==> config.mk <==
export PLATFORM = sky130hd
export DESIGN_NAME = rbc_radio_baseband_config_regs
export DESIGN_NICKNAME = d
export VERILOG_FILES = /design/src/hdl/rbc_pkg.sv /design/src/hdl/rbc_radio_baseband_config_regs.sv
export SDC_FILE = /design/constraint.sdc
export NUM_CORES = 1
export LEC_CHECK = 0
export BUFFER_PORTS_ARGS = -buffer_cell sky130_fd_sc_hd__buf_2
export CAP_MARGIN = 20
export CORE_UTILIZATION = 35
export DETAILED_ROUTE_END_ITERATION = 8
export PLACE_DENSITY = 0.5
export SYNTH_ARGS = -nofsm -noshare
export SYNTH_HDL_FRONTEND = slang
export SYNTH_SLANG_ARGS = --single-unit
==> constraint.sdc <==
create_clock -name mclk -period 8.65 [get_ports mclk]
set_input_delay 0 -clock mclk [delete_from_list [all_inputs] [get_ports mclk]]
set_output_delay 0 -clock mclk [all_outputs]
set_load 0.02 [all_outputs]
==> src/hdl/rbc_pkg.sv <==
// Shared constants, types and register map of the baseband register bank
`default_nettype none
package rbc_pkg;
  // Register offsets
  localparam logic [5:0] ADDR_TX_BYTE = 6'h0f;
  localparam logic [5:0] ADDR_TX_MASK = 6'h10;
  localparam logic [5:0] ADDR_CODE_LO = 6'h11;
  localparam logic [5:0] ADDR_CODE_HI = 6'h18;
  localparam logic [5:0] ADDR_ZERO_LIM = 6'h19;
  localparam logic [5:0] ADDR_ONE_LIM = 6'h1a;
  localparam logic [5:0] ADDR_WAKE_EN = 6'h1c;
  localparam logic [5:0] ADDR_WAKE_STAT = 6'h1d;
  localparam logic [5:0] ADDR_ANALOG = 6'h20;
  localparam logic [5:0] ADDR_CHANNEL = 6'h21;
  localparam logic [5:0] ADDR_STRENGTH = 6'h22;
  localparam logic [5:0] ADDR_POWER = 6'h23;
  localparam logic [5:0] ADDR_PWR_CTL = 6'h2e;
  localparam logic [5:0] ADDR_CARRIER = 6'h2f;
  localparam logic [5:0] ADDR_FID_LO = 6'h3c;
  localparam logic [5:0] ADDR_FID_HI = 6'h3f;
  // Reset values
  localparam logic [63:0] CODE_RESET = 64'h1e8b6a3de0e9b222;
  localparam logic [6:0] ZERO_LIM_RESET = 7'h08;
  localparam logic [6:0] ONE_LIM_RESET = 7'h38;
  // Analog control fields
  localparam int AN_WRITE_EN = 6;
  localparam int AN_FID_EN = 5;
  localparam int AN_AMP_OE = 2;
  localparam int AN_AMP_INV = 1;
  localparam int AN_SOFT_RST = 0;
  localparam logic [7:0] AN_STORE_MASK = 8'h66;
  localparam int STRENGTH_VALID = 5;
  localparam int FLAG_BIT = 7;
  // Serial command byte fields
  localparam int CMD_WRITE = 7;
  localparam int CMD_BURST = 6;
  localparam logic [2:0] BIT_LAST = 3'h7;
  // Chip timing
  localparam int CLK_PERIOD_NS = 8;
  localparam int CHIP_PERIOD_NS = 1000;
  localparam int CHIP_CYCLES = CHIP_PERIOD_NS / CLK_PERIOD_NS;
  localparam logic [6:0] CHIP_CNT_LAST = 7'(CHIP_CYCLES - 1);
  localparam logic [5:0] CHIP_LAST_FULL = 6'h3f;
  localparam logic [5:0] CHIP_LAST_HALF = 6'h1f;
  localparam logic [11:0] SYNTH_BASE_MHZ = 12'h960;
  typedef enum logic [0:0] {TX_IDLE = 1'b0, TX_SEND = 1'b1} rbc_tx_state_type;
  typedef struct packed {
    logic ssN;
    logic sck;
    logic mosi;
  } rbc_spi_in_type;
  typedef struct packed {
    logic chip;
    logic valid;
  } rbc_chip_type;
endpackage
`default_nettype wire

==> src/hdl/rbc_radio_baseband_config_regs.sv <==
// Baseband register bank with serial host port, chip serializer and correlator
`default_nettype none
module rbc_radio_baseband_config_regs #(
  parameter logic [31:0] FACTORY_ID = 32'h5a5a0001 // Arbitrary neutral value
) (
  input wire logic mclk,
  input wire logic rst,
  input wire rbc_pkg::rbc_spi_in_type spiIn,
  output logic spiMiso,
  output logic spiMisoOe,
  input wire logic txEnable,
  input wire logic rxEnable,
  input wire logic halfCodeMode,
  input wire logic sleepRequestN,
  input wire logic [4:0] rssiSample,
  input wire rbc_pkg::rbc_chip_type rxChipIn,
  output rbc_pkg::rbc_chip_type txChipOut,
  output logic rxBit,
  output logic rxBitValid,
  output logic irq,
  output logic ampCtlOut,
  output logic ampCtlOe,
  output logic [6:0] rfChannel,
  output logic [11:0] synthFreqMhz,
  output logic [2:0] ampGain,
  output logic powerSaveEn,
  output logic carrierOverride,
  output logic factoryIdPowerEn
);
  // Last chip of a bit for the selected code length
  function automatic logic lastChip(input logic [5:0] idx, input logic half);
    lastChip = half ? (idx == rbc_pkg::CHIP_LAST_HALF) : (idx == rbc_pkg::CHIP_LAST_FULL);
  endfunction

  logic sckPrev;
  logic [2:0] bitCnt;
  logic [7:0] shiftIn;
  logic [7:0] shiftOut;
  logic hdrDone;
  logic cmdWrite;
  logic cmdBurst;
  logic [5:0] addr;
  logic sckRise;
  logic byteDone;
  logic [7:0] byteVal;
  logic wrStrobe;
  logic rdStrobe;
  logic [5:0] rdAddr;
  logic [7:0] readData;
  logic softRst;
  logic [7:0] txByte;
  logic [7:0] txMask;
  logic [63:0] spreadCode;
  logic [6:0] zeroLimit;
  logic [6:0] oneLimit;
  logic wakeEn;
  logic wakeStat;
  logic [7:0] analogCtl;
  logic [6:0] chanReg;
  logic [5:0] strength;
  logic [2:0] powerReg;
  logic pwrCtl;
  logic carrierReg;
  logic sleepPrev;
  logic wakeEvent;
  logic rxEnPrev;
  logic [6:0] chipDiv;
  logic chipTick;
  rbc_pkg::rbc_tx_state_type txState;
  logic txPending;
  logic [7:0] dataSh;
  logic [7:0] validSh;
  logic [5:0] txIdx;
  logic txChip;
  logic [5:0] rxIdx;
  logic [6:0] matchCnt;
  logic [6:0] matchTotal;

  // Serial port framing, mode 0, most significant bit first
  assign sckRise = spiIn.sck & ~sckPrev & ~spiIn.ssN;
  assign byteDone = sckRise && (bitCnt == rbc_pkg::BIT_LAST);
  assign byteVal = {shiftIn[6:0], spiIn.mosi};
  assign wrStrobe = byteDone && hdrDone && cmdWrite;
  // Header of a read, or the next byte of a burst read, fetches data
  assign rdStrobe = byteDone && ((!hdrDone && !byteVal[rbc_pkg::CMD_WRITE]) ||
                    (hdrDone && !cmdWrite && cmdBurst));
  assign rdAddr = hdrDone ? 6'(addr + 6'h01) : byteVal[5:0];

  always_ff @(posedge mclk or posedge rst) begin
    if (rst) begin
      sckPrev <= 1'b0;
      bitCnt <= 3'h0;
      shiftIn <= 8'h00;
      hdrDone <= 1'b0;
      cmdWrite <= 1'b0;
      cmdBurst <= 1'b0;
      addr <= 6'h00;
    end else begin
      sckPrev <= spiIn.sck;
      if (spiIn.ssN) begin
        bitCnt <= 3'h0;
        hdrDone <= 1'b0;
      end else if (sckRise) begin
        shiftIn <= byteVal;
        bitCnt <= 3'(bitCnt + 3'h1);
        if (byteDone && !hdrDone) begin
          hdrDone <= 1'b1;
          cmdWrite <= byteVal[rbc_pkg::CMD_WRITE];
          cmdBurst <= byteVal[rbc_pkg::CMD_BURST];
          addr <= byteVal[5:0];
        end else if (byteDone && cmdBurst) begin
          addr <= 6'(addr + 6'h01);
        end
      end
    end
  end

  // Read data shifts on the rising edge the host has just sampled
  always_ff @(posedge mclk or posedge rst) begin
    if (rst) begin
      shiftOut <= 8'h00;
    end else if (rdStrobe) begin
      shiftOut <= readData;
    end else if (sckRise && hdrDone) begin
      shiftOut <= {shiftOut[6:0], 1'b0};
    end
  end
  assign spiMiso = shiftOut[7];
  assign spiMisoOe = ~spiIn.ssN & hdrDone & ~cmdWrite;

  // Read multiplexer
  always_comb begin
    readData = 8'h00;
    case (rdAddr)
      rbc_pkg::ADDR_TX_BYTE: readData = txByte;
      rbc_pkg::ADDR_TX_MASK: readData = txMask;
      rbc_pkg::ADDR_ZERO_LIM: readData = {1'b0, zeroLimit};
      rbc_pkg::ADDR_ONE_LIM: readData = {1'b0, oneLimit};
      rbc_pkg::ADDR_WAKE_EN: readData = {7'h00, wakeEn};
      rbc_pkg::ADDR_WAKE_STAT: readData = {7'h00, wakeStat};
      rbc_pkg::ADDR_ANALOG: readData = analogCtl;
      rbc_pkg::ADDR_CHANNEL: readData = {1'b0, chanReg};
      rbc_pkg::ADDR_STRENGTH: readData = {2'h0, strength};
      rbc_pkg::ADDR_POWER: readData = {5'h00, powerReg};
      rbc_pkg::ADDR_PWR_CTL: readData = {pwrCtl, 7'h00};
      rbc_pkg::ADDR_CARRIER: readData = {carrierReg, 7'h00};
      default: begin
        if (rdAddr >= rbc_pkg::ADDR_CODE_LO && rdAddr <= rbc_pkg::ADDR_CODE_HI) begin
          readData = spreadCode[{3'(rdAddr - rbc_pkg::ADDR_CODE_LO), 3'h0} +: 8];
        end else if (rdAddr >= rbc_pkg::ADDR_FID_LO && analogCtl[rbc_pkg::AN_FID_EN]) begin
          readData = FACTORY_ID[{2'(rdAddr - rbc_pkg::ADDR_FID_LO), 3'h0} +: 8];
        end
      end
    endcase
  end

  always_ff @(posedge mclk or posedge rst) begin
    if (rst) begin
      softRst <= 1'b0;
    end else begin
      softRst <= wrStrobe && (addr == rbc_pkg::ADDR_ANALOG) && byteVal[rbc_pkg::AN_SOFT_RST];
    end
  end

  // Host-written configuration; soft reset restores the same defaults
  always_ff @(posedge mclk or posedge rst) begin
    if (rst) begin
      txMask <= 8'h00;
      spreadCode <= rbc_pkg::CODE_RESET;
      zeroLimit <= rbc_pkg::ZERO_LIM_RESET;
      oneLimit <= rbc_pkg::ONE_LIM_RESET;
      wakeEn <= 1'b0;
      analogCtl <= 8'h00;
      chanReg <= 7'h00;
      powerReg <= 3'h0;
    end else if (softRst) begin
      txMask <= 8'h00;
      spreadCode <= rbc_pkg::CODE_RESET;
      zeroLimit <= rbc_pkg::ZERO_LIM_RESET;
      oneLimit <= rbc_pkg::ONE_LIM_RESET;
      wakeEn <= 1'b0;
      analogCtl <= 8'h00;
      chanReg <= 7'h00;
      powerReg <= 3'h0;
    end else if (wrStrobe) begin
      case (addr)
        rbc_pkg::ADDR_TX_MASK: txMask <= byteVal;
        rbc_pkg::ADDR_ZERO_LIM: zeroLimit <= byteVal[6:0];
        rbc_pkg::ADDR_ONE_LIM: oneLimit <= byteVal[6:0];
        rbc_pkg::ADDR_WAKE_EN: wakeEn <= byteVal[0];
        // reserved and reset bits not stored
        rbc_pkg::ADDR_ANALOG: analogCtl <= byteVal & rbc_pkg::AN_STORE_MASK;
        rbc_pkg::ADDR_CHANNEL: chanReg <= byteVal[6:0];
        rbc_pkg::ADDR_POWER: powerReg <= byteVal[2:0];
        default: begin
          if (addr >= rbc_pkg::ADDR_CODE_LO && addr <= rbc_pkg::ADDR_CODE_HI) begin
            spreadCode[{3'(addr - rbc_pkg::ADDR_CODE_LO), 3'h0} +: 8] <= byteVal;
          end
        end
      endcase
    end
  end

  always_ff @(posedge mclk or posedge rst) begin
    if (rst) begin
      pwrCtl <= 1'b0;
      carrierReg <= 1'b0;
    end else if (softRst) begin
      pwrCtl <= 1'b0;
      carrierReg <= 1'b0;
    end else if (wrStrobe && analogCtl[rbc_pkg::AN_WRITE_EN]) begin
      if (addr == rbc_pkg::ADDR_PWR_CTL) pwrCtl <= byteVal[rbc_pkg::FLAG_BIT];
      if (addr == rbc_pkg::ADDR_CARRIER) carrierReg <= byteVal[rbc_pkg::FLAG_BIT];
    end
  end

  // wakeup on release of the sleep pin
  assign wakeEvent = sleepRequestN & ~sleepPrev;
  always_ff @(posedge mclk or posedge rst) begin
    if (rst) begin
      sleepPrev <= 1'b1;
      wakeStat <= 1'b0;
    end else begin
      sleepPrev <= sleepRequestN;
      // set needs no enable, beats clear-on-read
      if (wakeEvent) wakeStat <= 1'b1;
      else if (rdStrobe && rdAddr == rbc_pkg::ADDR_WAKE_STAT) wakeStat <= 1'b0;
      else if (softRst) wakeStat <= 1'b0;
    end
  end
  assign irq = wakeStat & wakeEn;

  // one strength sample per receive entry
  always_ff @(posedge mclk or posedge rst) begin
    if (rst) begin
      rxEnPrev <= 1'b0;
      strength <= 6'h00;
    end else begin
      rxEnPrev <= rxEnable;
      if (softRst) strength <= 6'h00;
      else if (rxEnable && !rxEnPrev) strength <= {1'b1, rssiSample};
    end
  end

  // Chip rate divider
  assign chipTick = (chipDiv == rbc_pkg::CHIP_CNT_LAST);
  always_ff @(posedge mclk or posedge rst) begin
    if (rst) chipDiv <= 7'h00;
    else if (chipTick) chipDiv <= 7'h00;
    else chipDiv <= 7'(chipDiv + 7'h01);
  end

  // Transmit data byte; a write arms the serializer
  always_ff @(posedge mclk or posedge rst) begin
    if (rst) begin
      txByte <= 8'h00;
      txPending <= 1'b0;
    end else if (softRst) begin
      txByte <= 8'h00;
      txPending <= 1'b0;
    end else if (wrStrobe && addr == rbc_pkg::ADDR_TX_BYTE) begin
      txByte <= byteVal;
      txPending <= 1'b1;
    end else if (txState == rbc_pkg::TX_IDLE && txEnable && chipTick) begin
      txPending <= 1'b0;
    end
  end

  // Serializer; dropping transmit mode aborts the byte
  always_ff @(posedge mclk or posedge rst) begin
    if (rst) begin
      txState <= rbc_pkg::TX_IDLE;
      dataSh <= 8'h00;
      validSh <= 8'h00;
      txIdx <= 6'h00;
      txChip <= 1'b0;
    end else if (softRst || !txEnable) begin
      txState <= rbc_pkg::TX_IDLE;
      validSh <= 8'h00;
      txIdx <= 6'h00;
    end else if (chipTick) begin
      case (txState)
        rbc_pkg::TX_IDLE: begin
          if (txPending && txMask != 8'h00) begin
            dataSh <= txByte;
            validSh <= txMask;
            txIdx <= 6'h00;
            txState <= rbc_pkg::TX_SEND;
          end
        end
        rbc_pkg::TX_SEND: begin
          txChip <= validSh[0] ? (spreadCode[txIdx] ~^ dataSh[0]) : spreadCode[txIdx];
          // 32 or 64 chips per bit
          if (lastChip(txIdx, halfCodeMode)) begin
            txIdx <= 6'h00;
            dataSh <= {1'b0, dataSh[7:1]};
            validSh <= {1'b0, validSh[7:1]};
            // stop once no valid bits remain
            if (validSh[7:1] == 7'h00) txState <= rbc_pkg::TX_IDLE;
          end else begin
            txIdx <= 6'(txIdx + 6'h01);
          end
        end
        default: txState <= rbc_pkg::TX_IDLE;
      endcase
    end
  end
  // transmit status only in transmit mode
  assign txChipOut = '{chip: txChip, valid: (txState == rbc_pkg::TX_SEND) & txEnable};

  // Correlator, one match count per received bit
  assign matchTotal = 7'(matchCnt + {6'h00, rxChipIn.chip == spreadCode[rxIdx]});
  always_ff @(posedge mclk or posedge rst) begin
    if (rst) begin
      rxIdx <= 6'h00;
      matchCnt <= 7'h00;
      rxBit <= 1'b0;
      rxBitValid <= 1'b0;
    end else begin
      rxBitValid <= 1'b0;
      if (softRst || !rxEnable) begin
        rxIdx <= 6'h00;
        matchCnt <= 7'h00;
      end else if (rxChipIn.valid) begin
        if (lastChip(rxIdx, halfCodeMode)) begin
          rxIdx <= 6'h00;
          matchCnt <= 7'h00;
          if (matchTotal >= oneLimit) begin
            rxBit <= 1'b1;
            rxBitValid <= 1'b1;
          end else if (matchTotal <= zeroLimit) begin
            rxBit <= 1'b0;
            rxBitValid <= 1'b1;
          end
        end else begin
          rxIdx <= 6'(rxIdx + 6'h01);
          matchCnt <= matchTotal;
        end
      end
    end
  end

  // Amplifier pin follows transmit mode; polarity changes land next cycle
  always_ff @(posedge mclk or posedge rst) begin
    if (rst) begin
      ampCtlOut <= 1'b0;
      ampCtlOe <= 1'b0;
    end else begin
      ampCtlOe <= analogCtl[rbc_pkg::AN_AMP_OE];
      // invert bit makes it active low
      ampCtlOut <= analogCtl[rbc_pkg::AN_AMP_OE] & (txEnable ^ analogCtl[rbc_pkg::AN_AMP_INV]);
    end
  end

  // channel offset from base in 1 MHz steps
  assign synthFreqMhz = 12'(rbc_pkg::SYNTH_BASE_MHZ + {5'h00, chanReg});
  assign rfChannel = chanReg;
  assign ampGain = powerReg;
  assign powerSaveEn = pwrCtl;
  assign carrierOverride = carrierReg;
  // factory serial powered only when enabled
  assign factoryIdPowerEn = analogCtl[rbc_pkg::AN_FID_EN];

  property p_wake_irq;
    @(posedge mclk) disable iff (rst) irq == (wakeStat && wakeEn);
  endproperty
  a_wake_irq: assert property (p_wake_irq) else $error("irq mismatch");

  property p_wake_set;
    @(posedge mclk) disable iff (rst) (wakeEvent && !softRst) |=> wakeStat;
  endproperty
  a_wake_set: assert property (p_wake_set) else $error("wake not set");

  property p_wake_clear;
    @(posedge mclk) disable iff (rst)
      (rdStrobe && rdAddr == rbc_pkg::ADDR_WAKE_STAT && !wakeEvent) |=> !wakeStat;
  endproperty
  a_wake_clear: assert property (p_wake_clear) else $error("wake not cleared");

  property p_gate_write;
    @(posedge mclk) disable iff (rst)
      (!analogCtl[rbc_pkg::AN_WRITE_EN] && !softRst) |=> $stable(pwrCtl) && $stable(carrierReg);
  endproperty
  a_gate_write: assert property (p_gate_write) else $error("gated write");

  property p_soft_reset;
    @(posedge mclk) disable iff (rst)
      softRst |=> chanReg == 7'h00 && oneLimit == rbc_pkg::ONE_LIM_RESET &&
        zeroLimit == rbc_pkg::ZERO_LIM_RESET && analogCtl == 8'h00 && !softRst;
  endproperty
  a_soft_reset: assert property (p_soft_reset) else $error("soft reset");

  property p_amp_pin;
    @(posedge mclk) disable iff (rst)
      ##1 ampCtlOe == $past(analogCtl[rbc_pkg::AN_AMP_OE]) &&
        (!ampCtlOe || ampCtlOut == $past(txEnable ^ analogCtl[rbc_pkg::AN_AMP_INV]));
  endproperty
  a_amp_pin: assert property (p_amp_pin) else $error("amp pin");

  property p_tx_qual;
    @(posedge mclk) disable iff (rst) !txEnable |-> !txChipOut.valid;
  endproperty
  a_tx_qual: assert property (p_tx_qual) else $error("tx without mode");

  property p_rx_decide;
    @(posedge mclk) disable iff (rst)
      (rxEnable && !softRst && rxChipIn.valid && lastChip(rxIdx, halfCodeMode) &&
       matchTotal >= oneLimit) |=> rxBitValid && rxBit;
  endproperty
  a_rx_decide: assert property (p_rx_decide) else $error("one not decided");

  property p_rx_zero;
    @(posedge mclk) disable iff (rst)
      (rxEnable && !softRst && rxChipIn.valid && lastChip(rxIdx, halfCodeMode) &&
       matchTotal < oneLimit && matchTotal <= zeroLimit) |=> rxBitValid && !rxBit;
  endproperty
  a_rx_zero: assert property (p_rx_zero) else $error("zero not decided");

  property p_strength;
    @(posedge mclk) disable iff (rst)
      (rxEnable && !rxEnPrev && !softRst) |=> strength == {1'b1, $past(rssiSample)};
  endproperty
  a_strength: assert property (p_strength) else $error("strength sample");

  property p_tx_stop;
    @(posedge mclk) disable iff (rst)
      txState == rbc_pkg::TX_SEND |-> validSh != 8'h00;
  endproperty
  a_tx_stop: assert property (p_tx_stop) else $error("sent without valid");
endmodule
`default_nettype wire

### Yosys cells after proc, flatten, opt, wreduce, memory -nomap -nowiden

Cells that the tools add are included.

* bits in registers: 202
* input bits: 16
* output and inout bits: 34
* logic and storage cells: 283

* add/subtract/negate cells: 11
* order comparisons: 9
* equal/unequal tests: 34
* shift operators: 4
* multiplexer cells: 95
* bitwise gates (word level): 17
* reduce and logical (&&, ||, !) cells: 76

Operator list (number)
* 2-to-1 mux 64 bit: 4
* 2-to-1 mux 8 bit: 18
* one-hot mux 8 bit (12 select lines): 1
* 2-to-1 mux 7 bit: 13
* equality test 6 bit (second input constant): 13
* 2-to-1 mux 6 bit: 12
* equality test 6 x 5 -> 1 bit (second input constant): 11
* bitwise mux 64 bit: 1
* variable shift 8 x 8 -> 64 bit (first input constant): 1
* variable part select 64 x 7 -> 8 bit: 1
* variable part select 8 x 8 -> 64 bit: 1
* nonzero test 2 bit: 21
* 2-to-1 mux 1 bit: 35
* one-hot mux 8 bit (2 select lines): 2
* variable part select 32 x 6 -> 8 bit (first input constant): 1
* AND reduction 2 bit: 12
* logical AND 1 bit: 22
* adder 6 x 1 -> 6 bit (second input constant): 3
* 2-to-1 mux 3 bit: 5
* AND reduction 3 bit: 5
* less-than comparator 6 x 7 -> 1 bit (second input constant): 2
* adder 12 x 7 -> 12 bit (first input constant): 1
* binary-select mux 1 bit (select 6 bit): 2
* equality test 6 x 4 -> 1 bit (second input constant): 2
* other kinds (29): 57

### Depth between registers and ports, before layout

* depth in word-level cells: 10
* depth in mapped cells: 20
* mapped depth without buffers: 18

### Worst setup path before layout

OpenSTA, ideal clock, no wires.

* path kind: register -> register
* start: register rxIdx[0]
* end: register rxBit
* setup time: 0.129 ns
* arrival: 3.693 ns
* data required time: 8.521 ns
* slack: 4.828 ns
* stages on the path, launching flop included: 19
* buffers on the path: 2
* period minus slack after synthesis: 3.822 ns
* cell sequence: dfrtp_1 buf_2 buf_1 mux2i_1 o22ai_1 o32ai_1 a21oi_1 a31oi_1 nand2_1 xnor2_1 ha_1 ha_1 ha_1 a21o_1 a21o_1 a21o_1 a211o_1 a21oi_1 o21ai_0

* cells in the longest elaborated chain, start to end: 7
* elaborated cells on any way between the ends: 12
* those cells by class: 1 x add/sub; 2 x order compare; 3 x eq/ne; 4 x mux; 2 x reduce/logical

RTL lines
* start: declaration: line rbc_radio_baseband_config_regs.sv:75 `logic [5:0] rxIdx;`
* start signal: assignment: line rbc_radio_baseband_config_regs.sv:336 `rxIdx <= 6'(rxIdx + 6'h01);`
* binary-select mux 1 bit (select 6 bit): line rbc_radio_baseband_config_regs.sv:312 `assign matchTotal = 7'(matchCnt + {6'h00, rxChipIn.chip == spreadCode[rxIdx]});`
* 2-to-1 mux 1 bit (not written as such): line rbc_radio_baseband_config_regs.sv:312
* equality test 1 bit: line rbc_radio_baseband_config_regs.sv:312
* adder 7 x 1 -> 7 bit: line rbc_radio_baseband_config_regs.sv:312
* greater-or-equal comparator 7 bit or less-or-equal comparator 7 bit (tied branches): line rbc_radio_baseband_config_regs.sv:328, rbc_radio_baseband_config_regs.sv:331
* nonzero test 2 bit (no source line)
* AND reduction 4 bit (no source line)
* end signal: assignment: line rbc_radio_baseband_config_regs.sv:317 `rxBit <= 1'b0;`
* end signal: assignment: line rbc_radio_baseband_config_regs.sv:329 `rxBit <= 1'b1;`
* end signal: assignment: line rbc_radio_baseband_config_regs.sv:332 `rxBit <= 1'b0;`
* end: declaration: line rbc_radio_baseband_config_regs.sv:18 `output logic rxBit,`

Several ways; a longest one is shown, not always the timed one. The select of a mux whose other input is x is not followed.
A chain may end at the register's enable or synchronous reset.

### Worst setup path in the final report

* start: register rxIdx[1]
* end: register rxBitValid

* cells in the longest elaborated chain, start to end: 10
* elaborated cells on any way between the ends: 14
* those cells by class: 1 x add/sub; 2 x order compare; 3 x eq/ne; 8 x mux

RTL lines
* binary-select mux 1 bit (select 6 bit): line rbc_radio_baseband_config_regs.sv:312
* 2-to-1 mux 1 bit (not written as such): line rbc_radio_baseband_config_regs.sv:312
* equality test 1 bit: line rbc_radio_baseband_config_regs.sv:312
* adder 7 x 1 -> 7 bit: line rbc_radio_baseband_config_regs.sv:312
* less-or-equal comparator 7 bit: line rbc_radio_baseband_config_regs.sv:331 `end else if (matchTotal <= zeroLimit) begin`
* 2-to-1 mux 1 bit: line rbc_radio_baseband_config_regs.sv:331
* 2-to-1 mux 1 bit: line rbc_radio_baseband_config_regs.sv:328 `if (matchTotal >= oneLimit) begin`
* 2-to-1 mux 1 bit *: line rbc_radio_baseband_config_regs.sv:325 `if (lastChip(rxIdx, halfCodeMode)) begin`
* 2-to-1 mux 1 bit *: line rbc_radio_baseband_config_regs.sv:324 `end else if (rxChipIn.valid) begin`
* 2-to-1 mux 1 bit *: line rbc_radio_baseband_config_regs.sv:321 `if (softRst || !rxEnable) begin`
* end signal: assignment: line rbc_radio_baseband_config_regs.sv:320 `rxBitValid <= 1'b0;`
* end signal: assignment: line rbc_radio_baseband_config_regs.sv:330 `rxBitValid <= 1'b1;`
* end signal: assignment: line rbc_radio_baseband_config_regs.sv:333 `rxBitValid <= 1'b1;`
* end: declaration: line rbc_radio_baseband_config_regs.sv:19 `output logic rxBitValid,`

Every way passes the cells marked *; elsewhere a longest branch is shown, timed or not. The select of a mux whose other input is x is not followed.

==> results.toml <==
[run]
cap_violations = 0

[grt]
grt_max_degree = 126
overflow = 0
use_met1 = 0.3101
grt_pass1_wl_microns = 57690
first_global_vias = 9210
grt_util_met2 = 0.3269
antenna_found_initial = 0
gr-max-usage-layer = "met2"
grt.total_usage = 0.2149
gr-usage-met3 = 0.03912

[setup_path]
path_class = "flop to flop"
r2r_cells = 16
crit_arrival_ns = 4.57
reg2reg_to = "rxBitValid"
r2r_setup_slack_ns = 4.42
cp.required_ns = 8.99
reg2reg_from = "rxIdx[1]"
setup.worst_path.end_class = "flop"
worstSetupStartpointType = "flop"
crit_fanout = 13
path_common_cell = "ha_1"
crit_chain = "nand2_1 > o221ai_1 > o21ai_0 > a2111oi_0 > a31oi_1 > nand2_1 > xnor2_1 > ha_1 > ha_1 > xor2_1 > ha_1 > a21o_1 > a21o_1 > a211o_1 > a21oi_1 > a21oi_1"
slowest_stage = "dfrtp_1"
critPathMaxStageDelay_ns = 0.68

[die]
fp.dieH_microns = 187.5
ios = 50
core-area_sq_um = 33700
initial_utilization = 0.3574
rows = 67
design.die.area_sq_um = 35160
die_w_microns = 187.5

[finish]
finish.utilization = 0.3922
finalNetCount = 1245
fillers = 3337
num_antenna_cells = 0
drive_gt1_frac = 0.1674
area_growth_pct = 9.722
final-instance-count-excl-fill = 1655

[power]
internal_power_uw = 1471
swShare = 0.3324
pwr-share-clk = 0.374
seqPwrFrac = 0.459
p_switching_uw = 732.6
power_density_nw_per_um2 = 166.8
power_leakage_uw = 0.005892
power_frac_comb = 0.168
ir_worst_vdd_mv = 0.1610

[sta]
fin_skew_ns = 0.02182
rsz0062_at_grt = "no"
setup_viol = 0
period_needed_ns = 4.233
fmax_ghz = 0.2362
worst_pin_slew_ns = 1.039
setup_slack_ns = 4.417
finalHoldViolations = 0
setup_tns_ns = 0
maxSlewHeadroom = 0.3036
drv_slew = 0
fin_crit_sh = 0.4894

[worst_hold_path]
hold_end = "ampGain[0]"
min_path_type = "primary input to flop"
hold_start = "spiIn[0]"
hold_path_depth = 3

[yosys]
synth_top_cells_by_count = "dfrtp_1, nor2_1, nand2_1"
synth-main-ff-cell = "dfrtp_1"
synth_cell_types = 76
async_flop_share = 1.000
ys_seq_elements = 198
postSynthAreaPerCell_sq_um = 10.07
yosys.area.top_type = "dfrtp_1"
synth_most_common_cell = "dfrtp_1"
synth_edf_count = 0
synth_area_sq_um = 12050
synth_warnings = 0
synth_top_cell_area_share = 0.3366
yosysSeqAreaShare = 0.4151
synth_area_leaders = "dfrtp_1, dfstp_2, mux2i_1"
synth_cells = 1196

[placed_design]
post-place-ws_ns = 4.540
dp_hpwl_microns = 25500
gp_congestion = 0.8601
dp_cells = 1611
numPortBuffers = 45

[clocking]
cts_made_buffers = 17
clock_path_buffers = 2
cts-htree-levels = 4
cts.sinks = 198
cts-root-buf = "clkbuf_16"
cts_tree = "yes"
clk_latency_ns = 0.47
cts_resized = 0
clk_pin_slew_ns = 0.07

[drt]
drt-vias-per-instance = 5.764
wl_per_cell_microns = 22.17
drt-initial-drc-count = 990
routed_wl_microns = 36690
dr.pass1.iters = 5
drtAntennaViolNets = 0
vias = 9539
drc = 0

[status]
status = "completed"
==> final cells by class <==
type | instances | area (sq um) | share of cell area
inverter | 39 | 153.9 | 0.01164
tap | 448 | 560.5 | 0.04241
sequential | 198 | 5004 | 0.3786
timing repair buffer | 74 | 473.0 | 0.03579
multi-input combinational | 864 | 6441 | 0.4874
clock inverter | 14 | 155.1 | 0.01174
clock buffer | 18 | 429.2 | 0.03247
==> sequential cells by signal (all words and copies together) (netlist names), 8 cells and up <==
register and flops:
dataSh 8, spreadCode 64, shiftOut 8, txByte 8, txMask 8, validSh 8
==> per-stage QoR <==
stage	total power (uW)	hold slack [ns]	instance area (sq um)
finish	2204	0.1207	13220
global route	2288	0.1121	13220
CTS	2226	0.1040	13220
detailed placement	1394	0.1337	12510
global placement	1392	0.1336	12510
floorplan	1252	0.004478	12050
==> critical path: cells and delay by family (launching register included) <==
family / cells / cell delay, ns
DFF: 1 / 0.68
and+or+nand+nor: 2 / 0.45
adders and majority gates: 3 / 0.67
xor gates and xnor gates: 2 / 0.44
AOI/OAI and AO/OA: 9 / 1.89
==> cells by family (layout without fill, tap and decap cells) <==
logic type / Yosys count / in the layout / synth area share
muxes: 145 / 145 / 0.1660
other: 2 / 4 / 0.0006235
xor gates and xnor gates: 23 / 23 / 0.01735
and+or+nand+nor: 410 / 410 / 0.1674
AOI/OAI and AO/OA: 247 / 247 / 0.1458
DFF: 198 / 198 / 0.4151
adders and majority gates: 35 / 35 / 0.03636
buffers and inverters: 136 / 145 / 0.05131
==> routing by layer <==
layer / wire length (microns) / share of wire
met1: 17450 / 0.48
met3: 1796 / 0.049
met5: 0 / 0
met4: 789 / 0.022
met2: 16650 / 0.45
==> repair_timing <==
action | in CTS | in global routing
setup buffers | 0 | 0
hold buffers | 12 | 0
endpoints found under the hold margin | 133 | 0
setup endpoints to repair | 0 | 0
==> layout by cell type, fill, tap and decap left out, drive strengths merged, types with 7 or more instances in the layout <==
cell         Yosys  final
mux4            41     41
dfstp           36     36
nand2           94     94
a21o            10     10
a221oi           7      7
dfrtp          162    162
a22oi           12     12
a21oi           64     64
a22o            11     11
nand4           13     13
buf             36     62
or2              8      8
clkbuf          61     18
nor3            17     17
o21ai           29     29
dlygate4sd3      0     12
a211o           35     35
nor2b           13     13
ha              35     35
o22ai           15     15
nor4            14     14
inv             39     48
mux2i           94     94
mux2            10     10
a211oi           8      8
xnor2           11     11
nor2           127    127
nand3           58     58
nand2b           9      9
and2            16     16
nand3b           8      8
xor2            12     12
and3            21     21
==> how the worst max path moves through the flow <==
stage | start | depth (start not counted) | slack, ns | end
final | rxIdx[1] | 16 | 4.42 | rxBitValid
after global placement | rxIdx[0] | 17 | 4.58 | rxBit
after floorplan | rst | 1 | 3.31 | addr[0]
after global routing | rxIdx[1] | 16 | 3.90 | rxBitValid
after CTS | rxIdx[1] | 16 | 4.51 | rxBitValid
after detailed placement | rxIdx[1] | 16 | 4.54 | rxBitValid
==> power groups by stage <==
| stage | registers [uW] | logic (uW) | clock network (uW) |
|---|---|---|---|
| global placement | 1030 | 362 | 0 |
| floorplan | 982 | 270 | 0 |
| CTS | 1010 | 369 | 846 |
| global route | 1010 | 394 | 879 |
| finish | 1010 | 370 | 824 |
| detailed placement | 1030 | 364 | 0 |
(Power assumes the default switching activity.)
